`src/rtl/irq_prio_pkg.sv`:
```
// constants and types shared by the seven-source interrupt prioritizer
package irq_prio_pkg;

  localparam int NUM_SRC = 7;

  // apb byte addresses (printed offset 0xb7 is not a multiple of four: index*4)
  localparam logic [7:0] IDX_LEVEL_HI = 8'hb7;
  localparam logic [11:0] ADDR_LEVEL_HI = {2'h0, IDX_LEVEL_HI, 2'h0};
  localparam logic [11:0] ADDR_LEVEL_LO = 12'h0000;
  localparam logic [11:0] ADDR_ENABLE = 12'h0004;
  localparam logic [11:0] ADDR_STATUS = 12'h0008;
  localparam logic [11:0] ADDR_CTRL = 12'h000c;
  localparam logic [11:0] ADDR_IRQ_STAT = 12'h0010;
  localparam logic [11:0] ADDR_IRQ_CLR = 12'h0014;
  localparam logic [11:0] ADDR_IRQ_EN = 12'h0018;

  // reset values
  localparam logic [6:0] RST_LEVEL = 7'h00;
  localparam logic [6:0] RST_ENABLE = 7'h00;
  localparam logic RST_GLOBAL = 1'b0;

  // control register field positions
  localparam int CTRL_GLOBAL_BIT = 0;
  localparam int CTRL_RETI_BIT = 1;

  // event status bit positions
  localparam int EV_TAKEN_BIT = 0;
  localparam int EV_RETURN_BIT = 1;

  // source order: index 0 wins ties, index 6 (counter array) loses
  localparam int SRC_EXT0 = 0;
  localparam int SRC_TMR0 = 1;
  localparam int SRC_EXT1 = 2;
  localparam int SRC_TMR1 = 3;
  localparam int SRC_SER = 4;
  localparam int SRC_TMR2 = 5;
  localparam int SRC_CNT = 6;

  // vector addresses per source
  localparam logic [15:0] VEC_EXT0 = 16'h0003;
  localparam logic [15:0] VEC_TMR0 = 16'h000b;
  localparam logic [15:0] VEC_EXT1 = 16'h0013;
  localparam logic [15:0] VEC_TMR1 = 16'h001b;
  localparam logic [15:0] VEC_SER = 16'h0023;
  localparam logic [15:0] VEC_TMR2 = 16'h002b;
  localparam logic [15:0] VEC_CNT = 16'h0033;

  // raw event lines from the peripherals
  typedef struct packed {
    logic counterArray;
    logic timerTwoExternalFlag;
    logic timerTwoOverflowFlag;
    logic serialTransmitFlag;
    logic serialReceiveFlag;
    logic timerOneOverflowFlag;
    logic externalIrqOne;
    logic timerZeroOverflowFlag;
    logic externalIrqZero;
  } irq_src_t;

  // vector request toward the core
  typedef struct packed {
    logic valid;
    logic [2:0] source;
    logic [1:0] level;
    logic [15:0] addr;
  } vec_req_t;

endpackage

```
`src/rtl/seven_source_interrupt_prioritizer.sv`:
```
// seven-source interrupt prioritizer with apb registers and vector handshake
//
// Summary of operation
// - seven vectors: two external, three timers, serial, array
// - per-source enable bit gates only its source
// - global enable low blocks every new request; one already standing is still held
// - each source picks one of four levels
// - level equals high bit then low bit
// - counter array vectors to 0033H, others standard
// - same level ties resolved in fixed order
// - high level register at B7h, bits 6..0
// - high register resets zero, whole-word access
// - serial and timer two each ORed flags
`timescale 1ns/1ps

module seven_source_interrupt_prioritizer
  import irq_prio_pkg::*;
(
  input wire logic clk_sys,
  input wire logic sys_rst,
  // apb slave
  input wire logic psel,
  input wire logic penable,
  input wire logic pwrite,
  input wire logic [11:0] paddr,
  input wire logic [31:0] pwdata,
  output logic [31:0] prdata,
  output logic pready,
  output logic pslverr,
  // peripheral event lines, active high
  input irq_src_t srcIn,
  // core side
  output vec_req_t vecReq,
  input wire logic vecAck,
  input wire logic retiPulse,
  output logic irqOut
);

  // ---------------------------------------------------------------
  // registers
  // ---------------------------------------------------------------
  logic [6:0] levelHi_q;
  logic [6:0] levelLo_q;
  logic [6:0] enable_q;
  logic globalEn_q;
  logic [3:0] active_q; // one bit per level currently in service
  logic [1:0] evStat_q;
  logic [1:0] evEn_q;
  logic [31:0] prdata_q;
  vec_req_t vecReq_q;

  // ---------------------------------------------------------------
  // apb decode
  // ---------------------------------------------------------------
  wire apbWr = psel && penable && pwrite;
  wire apbRd = psel && penable && !pwrite;
  wire hitHi = (paddr == ADDR_LEVEL_HI);
  wire hitLo = (paddr == ADDR_LEVEL_LO);
  wire hitEn = (paddr == ADDR_ENABLE);
  wire hitSt = (paddr == ADDR_STATUS);
  wire hitCt = (paddr == ADDR_CTRL);
  wire hitIs = (paddr == ADDR_IRQ_STAT);
  wire hitIc = (paddr == ADDR_IRQ_CLR);
  wire hitIe = (paddr == ADDR_IRQ_EN);
  wire mapped = hitHi | hitLo | hitEn | hitSt | hitCt | hitIs | hitIc | hitIe;
  // software return request, from the control register return bit only
  wire swReti = apbWr && hitCt && pwdata[CTRL_RETI_BIT];

  assign pready = 1'b1; // zero wait state
  assign pslverr = psel && penable && !mapped;
  assign prdata = prdata_q;

  // ---------------------------------------------------------------
  // request collection and level lookup
  // ---------------------------------------------------------------
  logic [6:0] rawReq;
  assign rawReq[SRC_EXT0] = srcIn.externalIrqZero;
  assign rawReq[SRC_TMR0] = srcIn.timerZeroOverflowFlag;
  assign rawReq[SRC_EXT1] = srcIn.externalIrqOne;
  assign rawReq[SRC_TMR1] = srcIn.timerOneOverflowFlag;
  assign rawReq[SRC_SER] = srcIn.serialReceiveFlag | srcIn.serialTransmitFlag;
  assign rawReq[SRC_TMR2] = srcIn.timerTwoOverflowFlag | srcIn.timerTwoExternalFlag;
  assign rawReq[SRC_CNT] = srcIn.counterArray;

  wire [6:0] pend = rawReq & enable_q & {7{globalEn_q}};

  function automatic logic [15:0] vecOf(input logic [2:0] s);
    case (s)
      3'd0: vecOf = VEC_EXT0;
      3'd1: vecOf = VEC_TMR0;
      3'd2: vecOf = VEC_EXT1;
      3'd3: vecOf = VEC_TMR1;
      3'd4: vecOf = VEC_SER;
      3'd5: vecOf = VEC_TMR2;
      default: vecOf = VEC_CNT;
    endcase
  endfunction

  // highest active service level, -1 encoded as noneActive
  wire noneActive = (active_q == 4'h0);
  logic [1:0] curLvl;
  always_comb begin
    curLvl = 2'd0;
    for (int l = 0; l < 4; l++) begin
      if (active_q[l]) begin
        curLvl = l[1:0];
      end
    end
  end

  // ---------------------------------------------------------------
  // winner selection: highest level, then lowest index
  // ---------------------------------------------------------------
  logic found;
  logic [2:0] winSrc;
  logic [1:0] winLvl;
  always_comb begin
    found = 1'b0;
    winSrc = 3'd0;
    winLvl = 2'd0;
    // level = {high bit, low bit}
    // descending scan so lowest index keeps ties
    for (int i = NUM_SRC - 1; i >= 0; i--) begin
      if (pend[i] && (!found || {levelHi_q[i], levelLo_q[i]} >= winLvl)) begin
        found = 1'b1;
        winSrc = i[2:0];
        winLvl = {levelHi_q[i], levelLo_q[i]};
      end
    end
  end

  // only a strictly higher level may interrupt a running handler
  wire canTake = found && (noneActive || winLvl > curLvl);

  // ---------------------------------------------------------------
  // vector request register: held until the core acknowledges
  // ---------------------------------------------------------------
  // the word freezes while it stands, so a source that drops before ack is still served
  wire taken = vecReq_q.valid && vecAck;
  wire retEv = (retiPulse || swReti) && !noneActive;
  always_ff @(posedge clk_sys or posedge sys_rst) begin
    if (sys_rst) begin
      vecReq_q <= '0;
    end else if (!vecReq_q.valid || vecAck) begin
      vecReq_q.valid <= canTake && !taken;
      vecReq_q.source <= winSrc;
      vecReq_q.level <= winLvl;
      vecReq_q.addr <= vecOf(winSrc);
    end
  end
  assign vecReq = vecReq_q;

  // in-service levels: set on acknowledge, highest cleared on return
  logic [3:0] clrMask;
  always_comb begin
    clrMask = 4'h0;
    clrMask[curLvl] = retEv;
  end
  always_ff @(posedge clk_sys or posedge sys_rst) begin
    if (sys_rst) begin
      active_q <= 4'h0;
    end else begin
      active_q <= (active_q & ~clrMask) | (taken ? (4'h1 << vecReq_q.level) : 4'h0);
    end
  end

  // ---------------------------------------------------------------
  // software registers
  // ---------------------------------------------------------------
  // high level bits 6..0 at the mapped word
  // whole-word write only, reset to zero
  always_ff @(posedge clk_sys or posedge sys_rst) begin
    if (sys_rst) begin
      levelHi_q <= RST_LEVEL;
      levelLo_q <= RST_LEVEL;
      enable_q <= RST_ENABLE;
      globalEn_q <= RST_GLOBAL;
      evEn_q <= 2'b00;
    end else if (apbWr) begin
      if (hitHi) begin
        levelHi_q <= pwdata[6:0];
      end else if (hitLo) begin
        levelLo_q <= pwdata[6:0];
      end else if (hitEn) begin
        enable_q <= pwdata[6:0];
      end else if (hitCt) begin
        globalEn_q <= pwdata[CTRL_GLOBAL_BIT];
      end else if (hitIe) begin
        evEn_q <= pwdata[1:0];
      end
    end
  end

  // sticky events; a new event beats a simultaneous clear
  wire [1:0] evSet = {retEv, taken};
  wire [1:0] evClr = (apbWr && hitIc) ? pwdata[1:0] : 2'b00;
  always_ff @(posedge clk_sys or posedge sys_rst) begin
    if (sys_rst) begin
      evStat_q <= 2'b00;
    end else begin
      evStat_q <= (evStat_q & ~evClr) | evSet;
    end
  end
  assign irqOut = |(evStat_q & evEn_q);

  // read mux; bit 7 of the high word reads zero (software must not set it)
  logic [31:0] rdVal;
  always_comb begin
    rdVal = 32'h0000_0000;
    if (hitHi) begin
      rdVal[6:0] = levelHi_q;
    end else if (hitLo) begin
      rdVal[6:0] = levelLo_q;
    end else if (hitEn) begin
      rdVal[6:0] = enable_q;
    end else if (hitSt) begin
      rdVal[6:0] = pend;
      rdVal[11:8] = active_q;
    end else if (hitCt) begin
      rdVal[CTRL_GLOBAL_BIT] = globalEn_q;
    end else if (hitIs) begin
      rdVal[1:0] = evStat_q;
    end else if (hitIe) begin
      rdVal[1:0] = evEn_q;
    end
  end
  always_ff @(posedge clk_sys or posedge sys_rst) begin
    if (sys_rst) begin
      prdata_q <= 32'h0000_0000;
    end else if (psel && !penable && !pwrite) begin
      prdata_q <= rdVal; // captured in setup so data is ready in access
    end
  end
endmodule

```
`config.mk`:
```
export PLATFORM = sky130hd
export DESIGN_NAME = seven_source_interrupt_prioritizer
export DESIGN_NICKNAME = d
export VERILOG_FILES = /design/src/rtl/irq_prio_pkg.sv /design/src/rtl/seven_source_interrupt_prioritizer.sv
export SDC_FILE = /design/constraint.sdc
export NUM_CORES = 1
export LEC_CHECK = 0
export ABC_AREA = 1
export BUFFER_PORTS_ARGS = -buffer_cell sky130_fd_sc_hd__buf_2
export CORE_AREA = 2 2 86 88
export DETAILED_ROUTE_END_ITERATION = 8
export DIE_AREA = 0 0 88 90
export PLACE_DENSITY = 0.86
export SLEW_MARGIN = 15
export SYNTH_ARGS = -nofsm -noshare
export SYNTH_HDL_FRONTEND = slang
export SYNTH_SLANG_ARGS = --single-unit
```
`constraint.sdc`:
```
create_clock -name clk_sys -period 8 [get_ports clk_sys]
set_input_delay 1.6 -clock clk_sys [delete_from_list [all_inputs] [get_ports clk_sys]]
set_output_delay 1.6 -clock clk_sys [all_outputs]
set_load 0.02 [all_outputs]
```
==> flow_metrics.py, run 1 <==
metrics = {
    "outcome": {
        "status": "complete, no violations",
    },
    "drt": {
        "ant_nets": 0,
        "drt_iter0_drc": 94,
        "wirelength_mm": 7.651,
        "vias": 3052,
        "routedWlPerCell_um": 12.54,
        "first_pass_iters": 4,
        "drc_errors": 0,
        "viasPerCell": 5.003,
    },
    "synthesis": {
        "ys_seq_area_share_pct": 35.00,
        "yosysWarnings": 0,
        "syn_inst": 450,
        "synthTopCellsByArea": "dfrtp_1 35%, nand2_1 9.3%, buf_4 7.4%",
        "synth_area_um2": 3575,
        "avgSynthCellArea_um2": 7.944,
        "synth_common_cells": "89 x nand2_1, 61 x inv_1, 50 x dfrtp_1",
        "synth-edff-count": 0,
        "synth-async-reset-ratio_pct": 100.0,
        "ys.flop_type": "dfrtp_1",
        "ys_seq_elements": 50,
        "synth_cell_type_count": 47,
        "synth_most_common_cell": "nand2_1",
        "synth_top_cell_area_share_pct": 35.00,
        "yosysTopAreaCell": "dfrtp_1",
    },
    "place": {
        "postPlaceCellArea_um2": 3842,
        "dp_hpwl_mm": 6.046,
        "io_buffers": 58,
        "pre_cts_slack_ps": -120.1,
        "gp_congestion": 0.8880,
    },
    "clocking": {
        "htreeDepth": 2,
        "clock-sinks": 50,
        "clk_latency_ps": 300,
        "clkTransAtPathRegs_ps": 90,
        "cts-buffers-inserted": 5,
        "cts_setup_buffers": 0,
        "cts_buffer_depth": 2,
        "cts_root_buf": "clkbuf_8",
        "cts_tree": "yes",
    },
    "power": {
        "ir_drop_mv": 0.08205,
        "power_leakage_nw": 2.103,
        "p_total_mw": 0.4893,
        "power.density_nw_per_um2": 123.7,
    },
    "timing": {
        "whs_ps": 480.4,
        "slew_viol_final": 0,
        "fin_ws_ps": 549.2,
        "fin_skew_ps": 5.788,
        "relSlewSlack_pct": 33.02,
        "period_share_pct": 93.13,
        "fmax_mhz": 134.2,
        "setup_violations": 0,
        "rsz0062_at_grt": "false",
        "fin_crit_ps": 7451,
        "worst_pin_slew_ps": 1003,
        "final_hold_viol_count": 0,
    },
    "die": {
        "fp.dieArea_um2": 7920,
        "fp-row-count": 31,
        "coreArea_um2": 7020,
        "num_io_pins": 117,
        "initial_core_util_pct": 50.92,
        "die_w_um": 88,
        "fp.dieH_um": 90,
    },
    "worst_setup_path": {
        "cp-start-kind": "input pin",
        "cp.depth": 53,
        "worstPathMaxFanout": 5,
        "cp_slowest_cell": "ha_1",
        "crit_family": "simple AND/OR/NAND/NOR gates",
        "r2r_cells": 53,
        "critPathCaptureType": "flip-flop",
        "worstSetupPathType": "in2reg",
        "worst_ep_required_time_ps": 8190,
        "critPathMaxStageDelay_ps": 290,
        "arrival_ps": 7640,
        "cp.buffers_inverters": 8,
    },
    "global_route": {
        "grt-ovfl-total": 0,
        "grt_pass1_wl_mm": 13.10,
        "grt_pass1_vias": 3004,
        "grt_max_degree": 51,
        "track_usage_pct": 20.18,
        "antenna_found_initial": 0,
    },
    "run": {
        "timing.max_cap.violations": 0,
    },
    "cells_and_area": {
        "final_util_pct": 56.35,
        "n_antenna_cell": 0,
        "area_growth_pct": 10.68,
        "drive_gt1_share_pct": 28.96,
        "nFillCells": 604,
        "fin_area_um2": 3956,
        "fin_nets": 584,
    },
    "min_path": {
        "hold_depth": 2,
        "min_path_type": "reg2reg",
    },
}
[layout make-up]
type / count / area, um^2 / share of cell area (%)
clock buffer: 5 / 68.82 / 1.739
timing repair buffer: 62 / 320.3 / 8.096
tap: 99 / 123.9 / 3.131
clock inverter: 3 / 18.77 / 0.4744
multi-input combinational: 315 / 1886 / 47.66
sequential: 50 / 1251 / 31.63
inverter: 76 / 287.8 / 7.274
[worst paths after layout]
check	end	startpoint	slack [ps]
setup / recovery	vecReq[21]	srcIn[8]	550
hold / removal	vecReq[3]	vecReq[3]	480
setup reg to reg	vecReq[21]	globalEn_q	1370
hold reg to reg	vecReq[3]	vecReq[3]	480
max in group asynchronous	prdata[5]	sys_rst	5850
min in group asynchronous	vecReq[1]	sys_rst	1530
[tightest hold or removal path, cell delays in order (launching register included)]
cell and delay, ps:
dfrtp_1 350, nand2_1 50, nand2_1 50
[per-layer routing]
| layer | GRT usage [%] | up-vias | wire [um] |
|---|---|---|---|
| li1 | - | 1504 | - |
| met1 | 26.47 | 1423 | 3357 |
| met2 | 33.33 | 115 | 3756 |
| met3 | 3.489 | 10 | 438 |
| met4 | 6.795 | 0 | 97 |
| met5 | 0 | - | 0 |
[registers in the layout, indices dropped and copies added, names as in the netlist]
signal      flops
active_q        4
enable_q        7
evEn_q          2
evStat_q        2
globalEn_q      1
levelHi_q       7
levelLo_q       7
prdata         11
vecReq          9
[logic make-up after synthesis]
kind of cell | share of synthesized area, %
AO/OA/AOI/OAI | 11.66
adder cells (fa/ha/maj) | 4.900
buffers and inverters | 16.24
flip-flops | 35.00
other | 0.2101
AND/OR/NAND/NOR | 31.99
[power breakdown]
part	switching [mW]	internal [mW]	total (mW)
combinational	0.0535	0.0227	0.0763
sequential	0.00440	0.259	0.264
clock	0.0875	0.0618	0.149
[layout by cell type, fill, tap and decap left out, types with 7 or more instances in the layout]
cell,count
buf_2,58
conb_1,33
dfrtp_1,50
ha_1,14
inv_1,60
inv_2,14
nand2_1,89
nand2_2,17
nand2_4,7
nand3_1,16
nand3_2,15
nor2_1,11
o21ai_0,17
o21ai_1,27
[per-stage QoR]
stage	TNS (ps)	instances
after floorplan	0	481
after global placement	0	602
after detailed placement	-120.1	602
after CTS	0	610
after global routing	0	610
final	0	610
[what timing repair did]
item,in CTS,in global routing
endpoints found under the setup margin,0,1
hold buffers,0,0
gates resized for setup,0,12
Power figures use the tool's default switching activity.
==> run 2, diff against run 1 <==
BUFFER_PORTS_ARGS = -buffer_cell sky130_fd_sc_hd__buf_4   (was -buffer_cell sky130_fd_sc_hd__buf_2)
==> run 2 against run 1 <==
Die area stayed put. Clock power decreased by 3%. Wire length rose by 2.6%. Clock-buffer cell count increased by 1. Power grew 0.85%. Flip-flop and latch count is the same. Fmax shrank 2.1%. Core utilization is 2.3 points higher. Register-to-register slack lost 160 ps. Combinational power is 11% higher. Global-route usage grew 0.083 points. Critical endpoint unchanged. Largest cell class unchanged.
==> flow_metrics.py, run 2 (synthesis gave the netlist of run 1 again) <==
metrics = {
    "timing": {
        "final_hold_viol_count": 0,
        "fin_skew_ps": 5.702,
        "relSlewSlack_pct": 32.05,
        "fin_ws_ps": 391.8,
        "fmax_mhz": 131.4,
        "period_share_pct": 95.10,
        "slew_viol_final": 0,
        "fin_crit_ps": 7608,
        "worst_pin_slew_ps": 1018,
        "setup_violations": 0,
        "whs_ps": 489.3,
    },
    "cells_and_area": {
        "n_antenna_cell": 0,
        "largest_reg_flops": 11,
        "fin_nets": 586,
        "final_common_cell": "nand2_1",
        "area_growth_pct": 15.16,
        "fin_area_um2": 4116,
        "nFillCells": 588,
        "final_util_pct": 58.63,
        "mostFrequentLayoutCells": "89 x nand2_1, 64 x buf_4, 60 x inv_1",
        "drive_gt1_share_pct": 29.30,
    },
    "die": {
        "initial_core_util_pct": 50.92,
        "fp.dieH_um": 90,
        "fp.dieArea_um2": 7920,
        "die_w_um": 88,
        "coreArea_um2": 7020,
        "num_io_pins": 117,
        "fp-row-count": 31,
    },
    "drt": {
        "drt_iter0_drc": 127,
        "first_pass_iters": 5,
        "viasPerCell": 5.025,
        "drc_errors": 0,
        "wirelength_mm": 7.852,
        "routedWlPerCell_um": 12.85,
        "vias": 3070,
        "ant_nets": 0,
    },
    "worst_setup_path": {
        "worstSetupPathType": "in2reg",
        "arrival_ps": 7810,
        "cp-start-kind": "input pin",
        "critPathCaptureType": "flip-flop",
        "r2r_slack_ps": 1210,
        "worst_ep_required_time_ps": 8200,
        "cp_slowest_cell": "ha_1",
        "critPathMaxStageDelay_ps": 290,
        "worstPathMaxFanout": 5,
        "cp.buffers_inverters": 6,
        "r2r-start": "globalEn_q",
        "r2r-end": "vecReq[21]",
        "worst_path_most_repeated_cell": "ha_1",
        "crit_family": "simple AND/OR/NAND/NOR gates",
        "r2r_cells": 52,
    },
    "global_route": {
        "antenna_found_initial": 0,
        "track_usage_pct": 20.26,
        "grt_max_degree": 51,
        "grt_pass1_wl_mm": 13.07,
        "grt-ovfl-total": 0,
        "grt_pass1_vias": 2949,
    },
    "min_path": {
        "hold_depth": 2,
        "min_path_type": "reg2reg",
        "hp-start": "vecReq[18]",
        "hold_path_end": "vecReq[18]",
    },
    "clocking": {
        "cts_hold_buffers": 0,
        "htreeDepth": 2,
        "clock-sinks": 50,
        "clk_latency_ps": 310,
        "cts-buffers-inserted": 5,
        "clkTransAtPathRegs_ps": 90,
        "cts_tree": "yes",
        "cts_buffer_depth": 2,
        "cts_root_buf": "clkbuf_8",
    },
    "place": {
        "postPlaceCellArea_um2": 3988,
        "pre_cts_slack_ps": -222.9,
        "io_buffers": 58,
        "gp_congestion": 0.8939,
        "dp_hpwl_mm": 6.095,
    },
    "run": {
        "timing.max_cap.violations": 0,
    },
    "outcome": {
        "status": "complete, no violations",
    },
    "power": {
        "p_total_mw": 0.4935,
        "ir_drop_mv": 0.1175,
        "power_leakage_nw": 2.136,
        "power.density_nw_per_um2": 119.9,
    },
}
==> run 2: cell count changes in the layout (fill, tap and decap cells not counted), sizes merged <==
cell,previous run,this run
clkinv,3,1
clkinvlp,0,1
buf,62,64
clkbuf,5,6
inv,76,75
==> run 2: worst max-delay path by stage <==
| stage | slack (ps) | from | cells past startpoint | end |
|---|---|---|---|---|
| 3_3_place_gp | 140 | srcIn[8] | 52 | vecReq[21] |
| 4_1_cts | 90 | srcIn[8] | 52 | vecReq[21] |
| 6_report | 390 | srcIn[8] | 52 | vecReq[21] |
| 3_5_place_dp | -220 | srcIn[8] | 53 | vecReq[21] |
| 2_1_floorplan | 380 | srcIn[8] | 51 | vecReq[21] |
| 5_1_grt | -40 | srcIn[8] | 53 | vecReq[21] |
==> run 2: power by group <==
| part | internal [mW] | leakage [nW] | switching (mW) |
|---|---|---|---|
| Clock | 0.0602 | 0.0373 | 0.0838 |
| Combinational | 0.0294 | 1.43 | 0.0556 |
| Sequential | 0.259 | 0.671 | 0.00509 |
==> run 2: metrics by stage <==
| step | TNS [ps] | instances |
|---|---|---|
| finish | 0 | 611 |
| global route | -37.75 | 611 |
| CTS | 0 | 609 |
| detailed placement | -222.9 | 602 |
| global placement | 0 | 602 |
| floorplan | 0 | 481 |
==> run 2: tightest hold or removal path: stages, from the launching register on <==
cell and delay [ps]:
dfrtp_1 360, nand2_1 50, nand2_1 50
==> run 2: cell type report <==
type                            count  area (um^2)  share of cell area (%)
Tap cell                           99        123.9                   3.009
Inverter                           76        287.8                   6.991
Clock buffer                        6        72.57                   1.763
Multi-Input combinational cell    315         1893                   45.99
Timing Repair Buffer               64        480.5                   11.67
Clock inverter                      1        7.507                  0.1824
Sequential cell                    50         1251                   30.40
==> run 2: timing repair <==
item,4_1_cts,5_1_grt
buffers inserted,0,2
gates resized for setup,0,13
setup endpoints to repair,0,1
==> run 2: routing by layer <==
metal	routed length [um]	track usage (%)	vias up	share of wire [%]
met4	83	5.769	0	1.1
met2	3960	33.84	103	50
met3	395	3.398	9	5.0
met1	3413	26.82	1446	43
met5	0	0	-	0
li1	-	-	1512	-
==> run 3, diff against run 2 <==
CORE_AREA = 2 2 108 110   (was 2 2 86 88)
DIE_AREA = 0 0 110 112   (was 0 0 88 90)
PLACE_DENSITY = 0.6   (was 0.86)
==> run 3 against run 2 <==
Sequential share of layout area shrank 1.3 points. Fmax is 1.5% higher. First-iteration DRC count up 25%. Worst hold slack got worse by 4.0 ps. Critical path type unchanged.
==> flow_metrics.py, run 3 (synthesis gave the netlist of run 1 again) <==
metrics = {
    "outcome": {
        "status": "complete, no violations",
    },
    "place": {
        "gp_congestion": 0.8457,
        "io_buffers": 58,
        "dp_hpwl_mm": 6.693,
        "postPlaceCellArea_um2": 4080,
    },
    "die": {
        "fp-row-count": 39,
        "coreArea_um2": 11170,
        "initial_core_util_pct": 31.99,
        "num_io_pins": 117,
        "fp.dieArea_um2": 12320,
        "die_w_um": 110,
        "fp.dieH_um": 112,
    },
    "global_route": {
        "grt_pass1_wl_mm": 13.98,
        "track_usage_pct": 14.28,
        "antenna_found_initial": 0,
        "grt_max_degree": 51,
        "grt-ovfl-total": 0,
        "grt_pass1_vias": 2934,
    },
    "cells_and_area": {
        "mostFrequentLayoutCells": "89 x nand2_1, 69 x buf_4, 60 x inv_1",
        "largest_reg_flops": 11,
        "n_antenna_cell": 0,
        "final_util_pct": 38.47,
        "area_growth_pct": 20.27,
        "final_common_cell": "nand2_1",
        "drive_gt1_share_pct": 30.31,
        "fin_nets": 591,
        "fin_area_um2": 4299,
    },
    "timing": {
        "final_hold_viol_count": 0,
        "fin_crit_ps": 7492,
        "fmax_mhz": 133.5,
        "fin_skew_ps": 5.508,
        "relSlewSlack_pct": 53.89,
        "period_share_pct": 93.65,
        "whs_ps": 485.3,
        "fin_tns_setup_ps": 0,
        "worst_pin_slew_ps": 687.9,
        "setup_violations": 0,
        "slew_viol_final": 0,
    },
    "worst_setup_path": {
        "arrival_ps": 7660,
        "cp-start-kind": "input pin",
        "critPathMaxStageDelay_ps": 280,
        "worstSetupPathType": "in2reg",
        "worst_path_most_repeated_cell": "ha_1",
        "cp.buffers_inverters": 7,
        "critPathCaptureType": "flip-flop",
        "crit_family": "simple AND/OR/NAND/NOR gates",
        "cp_slowest_cell": "ha_1",
        "worst_ep_required_time_ps": 8170,
        "worstPathMaxFanout": 5,
    },
    "drt": {
        "vias": 3032,
        "drt_iter0_drc": 159,
        "wirelength_mm": 8.378,
        "drc_errors": 0,
        "viasPerCell": 4.587,
        "routedWlPerCell_um": 12.67,
        "first_pass_iters": 4,
        "ant_nets": 0,
    },
    "min_path": {
        "min_path_type": "reg2reg",
    },
    "power": {
        "power.density_nw_per_um2": 137.1,
        "p_total_mw": 0.5893,
        "ir_drop_mv": 0.07316,
        "power_leakage_nw": 2.200,
    },
    "clocking": {
        "cts-buffers-inserted": 5,
        "cts_root_buf": "clkbuf_16",
        "cts_buffer_depth": 2,
        "clock-sinks": 50,
        "clk_latency_ps": 290,
        "cts_tree": "yes",
        "cts_hold_buffers": 0,
        "htreeDepth": 2,
        "clkTransAtPathRegs_ps": 60,
    },
    "run": {
        "timing.max_cap.violations": 0,
    },
}
-- run 3: path summary, 6_finish.rpt --
| path | from | endpoint | slack, ps | depth (start not counted) |
|---|---|---|---|---|
| hold / removal | vecReq[18] | vecReq[18] | 490 | 2 |
| hold reg to reg | vecReq[18] | vecReq[18] | 490 | 2 |
| min in group asynchronous | sys_rst | vecReq[5] | 1480 | 3 |
| setup / recovery | srcIn[8] | vecReq[21] | 510 | 53 |
| setup reg to reg | globalEn_q | vecReq[21] | 1350 | 53 |
| max in group asynchronous | sys_rst | prdata[5] | 6080 | 3 |
-- run 3: where the power goes --
part	switching, mW	internal [mW]	total [mW]
combinational	0.0557	0.0298	0.0855
sequential	0.00449	0.260	0.264
clock	0.0919	0.148	0.240
total	0.152	0.437	0.589
-- run 3: stage by stage --
stage	setup slack (ps)	instances
after detailed placement	-179.5	651
after global routing	-4.441	661
after global placement	111.4	651
after floorplan	382.9	481
after CTS	104.6	659
final	507.9	661
-- run 3: metal layers --
layer  wire [um]  part of all wire [%]  track usage (%)
met5           0                     0                0
met4         132                   1.6            3.966
met3         427                   5.1            2.459
met2        3963                    47            23.93
met1        3855                    46            18.75
-- run 3: tightest hold or removal path, delay by kind of cell, from the launching register on --
kind / cells / cell delay [ps]
DFF: 1 / 350
and+or+nand+nor: 2 / 100
-- run 3: layout make-up --
class / instances / area [um^2]
fill: 1160 / 6875
multi-input combinational: 315 / 1897
sequential: 50 / 1251
timing repair buffer: 69 / 518.0
inverter: 76 / 287.8
tap: 143 / 178.9
clock buffer: 6 / 128.9
clock inverter: 2 / 37.54
-- run 3: repair_timing --
| item | CTS | global route |
|---|---|---|
| gates resized for setup | 0 | 15 |
| endpoints found under the setup margin | 0 | 1 |
| buffers inserted | 0 | 2 |
